`src/etc_pkg.sv`:
```
// package for the elapsed time capture counter
// assumes one 125 MHz system clock; every other input but the asynchronous ARST_N is sampled on it
package etc_pkg;

    // counter geometry
    localparam int unsigned COUNT_W = 40;
    localparam int unsigned PRESCALE_W = 5;
    localparam int unsigned FUNC_W = 6;

    // source select codes for the counter clock
    localparam logic SRC_VCO3 = 1'b0;
    localparam logic SRC_VCO2 = 1'b1;

    // dividers applied to the selected vco tick
    localparam logic [PRESCALE_W-1:0] DIV_VCO3 = 5'h08;
    localparam logic [PRESCALE_W-1:0] DIV_VCO2 = 5'h14;

    // trigger select codes
    localparam logic TRIG_CHIP_SELECT = 1'b0;
    localparam logic TRIG_PIN = 1'b1;

    // pin function code that makes the pin a capture trigger
    localparam logic [FUNC_W-1:0] FUNC_CAPTURE_TRIGGER = 6'h27;

    // reset values and unit steps
    localparam logic [COUNT_W-1:0] COUNT_ZERO = 40'h00_0000_0000;
    localparam logic [COUNT_W-1:0] COUNT_ONE = 40'h00_0000_0001;
    localparam logic [PRESCALE_W-1:0] PRESCALE_ZERO = 5'h00;
    localparam logic [PRESCALE_W-1:0] PRESCALE_ONE = 5'h01;

    // configuration carried as one group
    typedef struct packed {
        logic                  vco_source_select;
        logic                  capture_trigger_select;
        logic                  elapsed_counter_enable;
        logic                  elapsed_counter_clear;
        logic [FUNC_W-1:0]     pin_function_select;
        logic                  pin_polarity_invert;
    } etc_config_type;

    // read events reported by the serial controller
    typedef struct packed {
        logic                  read_msb;
        logic                  read_lsb;
    } etc_read_type;

    // whole state of the counter block
    typedef struct packed {
        logic [COUNT_W-1:0]    count;
        logic [PRESCALE_W-1:0] prescale;
        logic [COUNT_W-1:0]    captured;
        logic                  armed;
        logic                  capture_pulse;
        logic                  enable_seen;
        logic                  chip_select_n_prev;
        logic                  pin_prev;
        logic                  vco3_prev;
        logic                  vco2_prev;
        logic                  validation_vco;
        logic                  running;
    } etc_state_type;

endpackage : etc_pkg

```
`src/etc_counter.sv`:
```
// elapsed time capture counter: free-running 40-bit count and trigger capture
// assumes the vco ticks, trigger pin and chip select are synchronous to CLK,
// and that the serial controller pulses one read strobe per byte read
//
// Functional notes
// - source select: 0 vco3, 1 vco2
// - vco3 source advances count every 8 ticks
// - vco2 source advances count every 20 ticks
// - trigger select: 1 pin, 0 chip select
// - counting and capture only while enabled
// - chip select falling edge captures live count
// - msb read blocks captures until lsb read
// - one multibyte read captures and re-arms
// - pin function 0x27 triggers; invert picks edge
// - pin capture blocks further pin captures until lsb
// - count up, wrap from all ones to zero
// - capture stores a 40-bit value
// - disabled counter held at zero
// - source select also picks validation vco
// - clear control held at 0 for counting
// - absolute measurement starts from enable transition

`timescale 1ns/1ps
`default_nettype none

module etc_counter
(
    // clock and reset
    input  wire logic                           CLK,
    input  wire logic                           ARST_N,

    // configuration bits
    input  wire etc_pkg::etc_config_type        CONFIG,

    // serial side
    input  wire logic                           SERIAL_CHIP_SELECT_N,
    input  wire etc_pkg::etc_read_type          READ_EVENT,

    // trigger pin and vco ticks
    input  wire logic                           TRIGGER_PIN,
    input  wire logic                           VCO3_TICK,
    input  wire logic                           VCO2_TICK,

    // results
    output logic [etc_pkg::COUNT_W-1:0]         CAPTURED_COUNT_FIELD,
    output logic [etc_pkg::COUNT_W-1:0]         LIVE_COUNT,
    output logic                                CAPTURE_ARMED,
    output logic                                CAPTURE_EVENT,
    output logic                                COUNTER_RUNNING,
    output logic                                VALIDATION_VCO_SELECT
);

    // rising edge seen between two samples
    function automatic logic rise(input logic prev, input logic cur);
        rise = cur & ~prev;
    endfunction : rise

    etc_pkg::etc_state_type state;
    etc_pkg::etc_state_type next_state;

    always_comb
    begin
        logic                                tick;
        logic [etc_pkg::PRESCALE_W-1:0]      divide;
        logic                                advance;
        logic                                hold_zero;
        logic                                enable_rise;
        logic                                pin_level;
        logic                                pin_is_trigger;
        logic                                pin_edge;
        logic                                cs_fall;
        logic                                trigger;
        logic                                do_capture;
        logic                                arm_set;
        logic                                arm_clear;

        tick = 1'b0;
        divide = etc_pkg::DIV_VCO3;
        advance = 1'b0;
        hold_zero = 1'b0;
        enable_rise = 1'b0;
        pin_level = 1'b0;
        pin_is_trigger = 1'b0;
        pin_edge = 1'b0;
        cs_fall = 1'b0;
        trigger = 1'b0;
        do_capture = 1'b0;
        arm_set = 1'b0;
        arm_clear = 1'b0;
        next_state = state;

        // edge history is always tracked so a late enable sees no stale edge
        next_state.vco3_prev = VCO3_TICK;
        next_state.vco2_prev = VCO2_TICK;
        next_state.chip_select_n_prev = SERIAL_CHIP_SELECT_N;
        next_state.enable_seen = CONFIG.elapsed_counter_enable;

        // the same select also steers missing-clock validation upstream
        next_state.validation_vco = CONFIG.vco_source_select;

        // counter clock: selected vco tick divided down
        if (CONFIG.vco_source_select == etc_pkg::SRC_VCO3)
        begin
            tick = rise(state.vco3_prev, VCO3_TICK);
            divide = etc_pkg::DIV_VCO3;
        end
        else
        begin
            tick = rise(state.vco2_prev, VCO2_TICK);
            divide = etc_pkg::DIV_VCO2;
        end

        // disabled or cleared counter sits at zero
        hold_zero = ~CONFIG.elapsed_counter_enable
                    | CONFIG.elapsed_counter_clear;
        enable_rise = rise(state.enable_seen, CONFIG.elapsed_counter_enable);

        if (hold_zero)
        begin
            // zero prescale too, so counting restarts cleanly from enable
            next_state.count = etc_pkg::COUNT_ZERO;
            next_state.prescale = etc_pkg::PRESCALE_ZERO;
        end
        else if (tick)
        begin
            if (state.prescale >= divide - etc_pkg::PRESCALE_ONE)
            begin
                next_state.prescale = etc_pkg::PRESCALE_ZERO;
                advance = 1'b1;
            end
            else
            begin
                next_state.prescale = state.prescale + etc_pkg::PRESCALE_ONE;
            end
        end

        // 40-bit add wraps from all ones to zero by itself
        if (advance)
        begin
            next_state.count = state.count + etc_pkg::COUNT_ONE;
        end
        next_state.running = ~hold_zero;

        // pin trigger: invert bit chooses the active edge
        pin_level = TRIGGER_PIN ^ CONFIG.pin_polarity_invert;
        next_state.pin_prev = pin_level;
        pin_is_trigger = (CONFIG.pin_function_select
                          == etc_pkg::FUNC_CAPTURE_TRIGGER);
        pin_edge = pin_is_trigger & rise(state.pin_prev, pin_level);
        cs_fall = rise(~state.chip_select_n_prev, ~SERIAL_CHIP_SELECT_N);

        if (CONFIG.capture_trigger_select == etc_pkg::TRIG_PIN)
        begin
            trigger = pin_edge;
        end
        else
        begin
            trigger = cs_fall;
        end

        // capture only while enabled and armed
        do_capture = trigger & CONFIG.elapsed_counter_enable
                     & state.armed;
        next_state.capture_pulse = do_capture;
        if (do_capture)
        begin
            // live count taken as is; nothing extra needed before the read
            next_state.captured = state.count;
        end

        // armed flag: pin capture or msb read disarms, lsb read re-arms
        arm_clear = (do_capture
                     & (CONFIG.capture_trigger_select == etc_pkg::TRIG_PIN))
                    | READ_EVENT.read_msb;
        arm_set = READ_EVENT.read_lsb | enable_rise;

        // set beats clear so an lsb read in the same cycle is never lost
        if (arm_set)
        begin
            next_state.armed = 1'b1;
        end
        else if (arm_clear)
        begin
            next_state.armed = 1'b0;
        end
    end

    always_ff @(posedge CLK or negedge ARST_N)
    begin
        if (!ARST_N)
        begin
            state.count <= etc_pkg::COUNT_ZERO;
            state.prescale <= etc_pkg::PRESCALE_ZERO;
            state.captured <= etc_pkg::COUNT_ZERO;
            state.armed <= 1'b1;
            state.capture_pulse <= 1'b0;
            state.enable_seen <= 1'b0;
            state.chip_select_n_prev <= 1'b1;
            state.pin_prev <= 1'b0;
            state.vco3_prev <= 1'b0;
            state.vco2_prev <= 1'b0;
            state.validation_vco <= etc_pkg::SRC_VCO3;
            state.running <= 1'b0;
        end
        else
        begin
            state <= next_state;
        end
    end

    // outputs straight from state flops
    assign CAPTURED_COUNT_FIELD = state.captured;
    assign LIVE_COUNT = state.count;
    assign CAPTURE_ARMED = state.armed;
    assign CAPTURE_EVENT = state.capture_pulse;
    assign COUNTER_RUNNING = state.running;
    assign VALIDATION_VCO_SELECT = state.validation_vco;

endmodule : etc_counter

`default_nettype wire

```
`config.mk`:
```
export PLATFORM = sky130hd
export DESIGN_NAME = etc_counter
export DESIGN_NICKNAME = d
export VERILOG_FILES = /design/src/etc_pkg.sv /design/src/etc_counter.sv
export SDC_FILE = /design/constraint.sdc
export NUM_CORES = 1
export LEC_CHECK = 0
export BUFFER_PORTS_ARGS = -buffer_cell sky130_fd_sc_hd__buf_2
export CAP_MARGIN = 20
export CORE_MARGIN = 4
export CORE_UTILIZATION = 35
export DETAILED_ROUTE_END_ITERATION = 12
export PLACE_DENSITY = 0.56
export SKIP_CTS_REPAIR_TIMING = 1
export SYNTH_ARGS = -nofsm -noshare
export SYNTH_HDL_FRONTEND = slang
export SYNTH_SLANG_ARGS = --single-unit
```
`constraint.sdc`:
```
create_clock -name CLK -period 3.6 [get_ports CLK]
set_clock_uncertainty 0.05 [all_clocks]
set_input_delay 0.72 -clock CLK [delete_from_list [all_inputs] [get_ports CLK]]
set_output_delay 0.72 -clock CLK [all_outputs]
set_load 0.02 [all_outputs]
```
==> Word-level counts from Yosys, hierarchy flattened <==
Cells that the tools add are included.
{ "word_totals": {"reg_bits": 94, "inputBits": 19, "output_inout_bits": 84, "word_cells": 53} }
{ "classes": {"addsub": 3, "n_lt_le_gt_ge": 1, "eq_ne": 1, "n_mux": 13, "n_bitwise": 20, "n_reduce_logical": 3} }
{ "op_table": {"columns": ["operator", "n"], "rows": [
  ["$mux 40", 2],
  ["$add 40x1->40 const B", 1],
  ["$mux 5", 4],
  ["$and 1x1->1", 9],
  ["$mux 1", 7],
  ["$not 1->1", 7],
  ["$eq 6x6->1 const B", 1],
  ["$reduce_bool 2->1", 3],
  ["$add 5x1->5 const B", 1],
  ["$ge 5x5->1", 1],
  ["$sub 5x1->5 const B", 1],
  ["$or 1x1->1", 3],
  ["$xor 1x1->1", 1]
]} }

==> Longest topological paths before layout <==
{ "logic_depth": {"ltp_word": 10, "ltp_mapped": 9, "mapped_depth_nobuf": 7} }

==> Worst setup path after synthesis <==
No wires, ideal clock.
{ "synth_path": {"path_kind": "input-to-reg", "from": "input port CONFIG[10] (netlist bit)", "to": "register state, in the netlist LIVE_COUNT[22]", "setup_ns": 0.066, "arrival_time_ns": 2.278, "required_time_ns": 3.484, "path_slack_ns": 1.206, "path_stages": 8, "n_path_buf": 1, "cell_sequence": "inv_1 > ha_1 > nand2_1 > o211ai_2 > buf_2 > nand4_1 > or4_1 > nand2_1"} }
{ "synth_via": {"elab_chain_cells": 7, "elab_cells_between_ends": 9, "cone_classes": "add/sub (1); order compare (1); mux (6); reduce/logical (1)"} }
{ "synth_lines": {"columns": ["item", "line_no", "source"], "rows": [
  ["start, declared", "etc_counter.sv:33", "input wire etc_pkg::etc_config_type CONFIG,"],
  ["$mux 5", "etc_counter.sv:102", "if (CONFIG.vco_source_select == etc_pkg::SRC_VCO3)"],
  ["$sub 5x1->5", "etc_counter.sv:126", "if (state.prescale >= divide - etc_pkg::PRESCALE_ONE)"],
  ["$ge 5x5->1", "etc_counter.sv:126", null],
  ["$mux 1", "etc_counter.sv:126", null],
  ["$mux 1 *", "etc_counter.sv:124", "else if (tick)"],
  ["$mux 1 *", "etc_counter.sv:118", "if (hold_zero)"],
  ["$mux 40 or $reduce_bool 2->1 (tied branches)", null, null],
  ["end signal, assigned", "etc_counter.sv:207", "state <= next_state;"],
  ["end, declared", "etc_counter.sv:58", "etc_pkg::etc_state_type state;"]
]} }
Mark *: on every way between the ends. The rest lies on a longest branch, timed or not.
A chain may end at the register's enable or synchronous reset.

==> Final worst setup path <==
{ "layout_path": {"from": "input port CONFIG[10] (netlist bit)", "to": "register state, in the netlist LIVE_COUNT[39]"} }
The elaborated chain is that of the path after synthesis.

==> key figures <==
Run status
  – Status: completed

STA
  – Final period util: 0.682
  – Final-report hold violation count: 0
  – TNS Setup: 0 ps
  – Slew HR: 0.405
  – RSZ-0062 raised after global routing: no
  – Final setup fails: 0
  – Max-slew violation count: 0
  – Tmin final: 2460 ps
  – Max frequency: 0.407 GHz
  – Worst-margin pin slew: 892 ps

Yosys
  – Multiplexer share of the synthesized area: 0.0926
  – Post-Synth Simple-Gate Area: 0.161
  – EDFF count, synth: 0
  – Synth Flop Type: dfrtp_1
  – Yosys warning total: 0
  – Yosys top cell area share: 0.473
  – Register area share after synthesis: 0.484
  – Count leader, synth: dfrtp_1
  – Leading area contributor after synthesis: dfrtp_1
  – Synth Area in Adders: 0.0103
  – Largest family of logic cells by synthesized area: simple AND/OR/NAND/NOR gates
  – Main area contributors after synthesis: dfrtp_1 47%, buf_4 12%, mux2_2 7.4%, a21oi_1 2.9%, nand4_1 2.2%
  – Post-Synth XOR/XNOR Area: 0.0306
  – Compound-gate portion of the synthesized area: 0.0769
  – Synth Register Bits: 94
  – Netlist cell types: 45
  – Syn Area/Cell: 10.6 sq um
  – Cells after synthesis: 458
  – Synth top cells by count: 92 x dfrtp_1, 80 x buf_4, 32 x mux2_2
  – Synthesized cell area: 0.00487 sq mm
  – Ys async rst share: 1.00
  – Syn_nets: 481

Pwr
  – NetSw: 0.448 mW
  – Share of power burned in registers: 0.505
  – Max VDD drop: 0.000212 V
  – Power density over the cells: 398 mW/mm^2
  – P_int: 1.66 mW
  – Static leakage: 2.52 nW
  – Combinational Power Share: 0.036
  – Switching part of the total: 0.212
  – Clock power frac: 0.459

Worst setup path
  – Crit path max fanout: 20
  – End of the critical path: LIVE_COUNT[39]$_DFFE_PN0P_
  – Critical path class: input port to register
  – CP Capture Type: register
  – Worst EP required: 3820 ps
  – Worst path slowest cell: or4_1
  – R2R Setup Slk: 1290 ps
  – WP data arrival: 2680 ps
  – R2R Path End: LIVE_COUNT[39]$_DFFE_PN0P_
  – Worst path cell trace: buf_2, inv_1, ha_1, nand2_1, o211ai_2, nand3_4, or4_1, a21oi_1
  – Critical path startpoint category: input port
  – Crit path launch: CONFIG[10]
  – Reg2reg path depth: 6
  – RR Startpoint: state[51]$_DFFE_PN0P_
  – CP peak stage delay: 560 ps

Floorplanning
  – Cell row count: 42
  – IO Pins: 103
  – Core ar.: 0.0135 sq mm
  – Initial core utilization: 0.362
  – Die area: 0.0159 sq mm
  – Die Height: 126 um
  – Die width: 126 um

CTS
  – CTS H-tree depth: 3
  – CTS Sinks: 94
  – TritonCTS buffer count: 9
  – Worst skew pair latency: 340 ps
  – Clk buf depth: 2
  – TritonCTS clock tree: yes
  – CTS root buffer: clkbuf_16
  – Clock transition at path regs: 70 ps

Route
  – DR pass1 iterations: 5
  – DRT iter0 DRCs: 174
  – Post-DR wirelength/cell: 15.1 um
  – Total Wirelength: 10.0 mm
  – Total vias in the final route: 3343
  – ANT nets after route: 0
  – Detailed-route vias per instance: 5.03
  – Post-route DRC: 0

Placed design
  – Placer Congestion: 0.748
  – Dpl cell area: 0.00500 sq mm
  – Detailed placement HPWL: 7.13 mm
  – Buffers added on ports: 102

Finish
  – Layout cells sized above 1: 0.344
  – Final Net Count: 506
  – Design area: 0.00530 sq mm
  – Ant. Diodes: 0
  – P&R area growth vs syn: 8.97%

Worst hold path
  – Hold/Removal Path Class: register to register
  – Worst Min Path Start: CAPTURED_COUNT_FIELD[30]$_DFFE_PN0P_

Global routing
  – Vias in the first global route: 3264
  – Largest net degree at the start of global routing: 71
  – Tot GR Track Use: 0.130
  – Initial antenna violation count: 0
  – Global-route wire length before repair: 16.8 mm
  – GR Overflow Total: 0

Flow run
  – Max-cap violations: 0
[layout by cell type (no fill, tap or decap), types with 10 or more instances in the layout]
master and instances:
dfrtp_1 92, o21ai_0 14, buf_2 101, nand4_1 17, nand3_1 20, or3_1 14, mux2_2 32, a21oi_1 27
nand2_1 23, inv_1 10, nor2_1 21
[state kept, by name, indices dropped and copies added (netlist names)]
signal	count
LIVE_COUNT	40
state	10
CAPTURE_EVENT	1
CAPTURE_ARMED	1
CAPTURED_COUNT_FIELD	40
COUNTER_RUNNING	1
VALIDATION_VCO_SELECT	1
[how the worst min path moves through the flow]
stage | to | slack (ps) | cells past startpoint
2_1_floorplan | CAPTURED_COUNT_FIELD[0]$_DFFE_PN0P_ | 370 | 0
3_3_place_gp | CAPTURED_COUNT_FIELD[24]$_DFFE_PN0P_ | 410 | 1
3_5_place_dp | CAPTURED_COUNT_FIELD[30]$_DFFE_PN0P_ | 420 | 1
4_1_cts | state[5]$_DFF_PN1_ | 420 | 1
5_1_grt | state[5]$_DFF_PN1_ | 420 | 1
6_report | CAPTURED_COUNT_FIELD[30]$_DFFE_PN0P_ | 430 | 1
[metrics by stage]
stage	util	setup slack [ps]	power, mW	hold slack, ps	cells
2_1_floorplan	-	1210	1.12	374	458
3_3_place_gp	0.372	797	1.16	412	648
5_1_grt	0.394	925	2.20	419	664
4_1_cts	0.394	1140	2.15	418	664
3_5_place_dp	0.372	792	1.16	421	648
6_report	0.394	1140	2.11	432	664
[critical path, delay by kind of cell]
| family | cells | cell delay [ps] |
|---|---|---|
| AND/OR/NAND/NOR | 3 | 930 |
| AO/OA/AOI/OAI | 2 | 550 |
| buffers and inverters | 2 | 180 |
| adder cells (fa/ha/maj) | 1 | 290 |
[power by group through the flow]
stage / registers [mW] / logic [mW] / clock network, mW
floorplan: 1.09 / 0.0286 / 0
global placement: 1.09 / 0.0776 / 0
detailed placement: 1.09 / 0.0786 / 0
CTS: 1.07 / 0.0787 / 1.01
global route: 1.07 / 0.0858 / 1.05
finish: 1.07 / 0.0751 / 0.970
[routing by layer]
layer  up-vias  track usage  routed length [um]
li1       1607            -                   -
met1      1636        0.175                4700
met2        88        0.205                4620
met3        12       0.0271                 512
met4         0       0.0568                 203
met5         -            0                   0
[cells by family after synthesis]
kind of cell | count (synthesis)
and+or+nand+nor | 137
muxes | 40
xor gates and xnor gates | 17
DFF | 94
AOI/OAI and AO/OA | 62
adders and majority gates | 4
buffers and inverters | 104
[final cells by class]
class / count / area, sq um
fillers: 1381 / 8150
flip-flops and latches: 94 / 2350
multi-input cells: 260 / 1820
repair buffers: 108 / 571
clock buffers: 13 / 260
well taps: 176 / 220
clock inverters: 3 / 42.5
inverters: 10 / 37.5
Power figures use the tool's default switching activity.
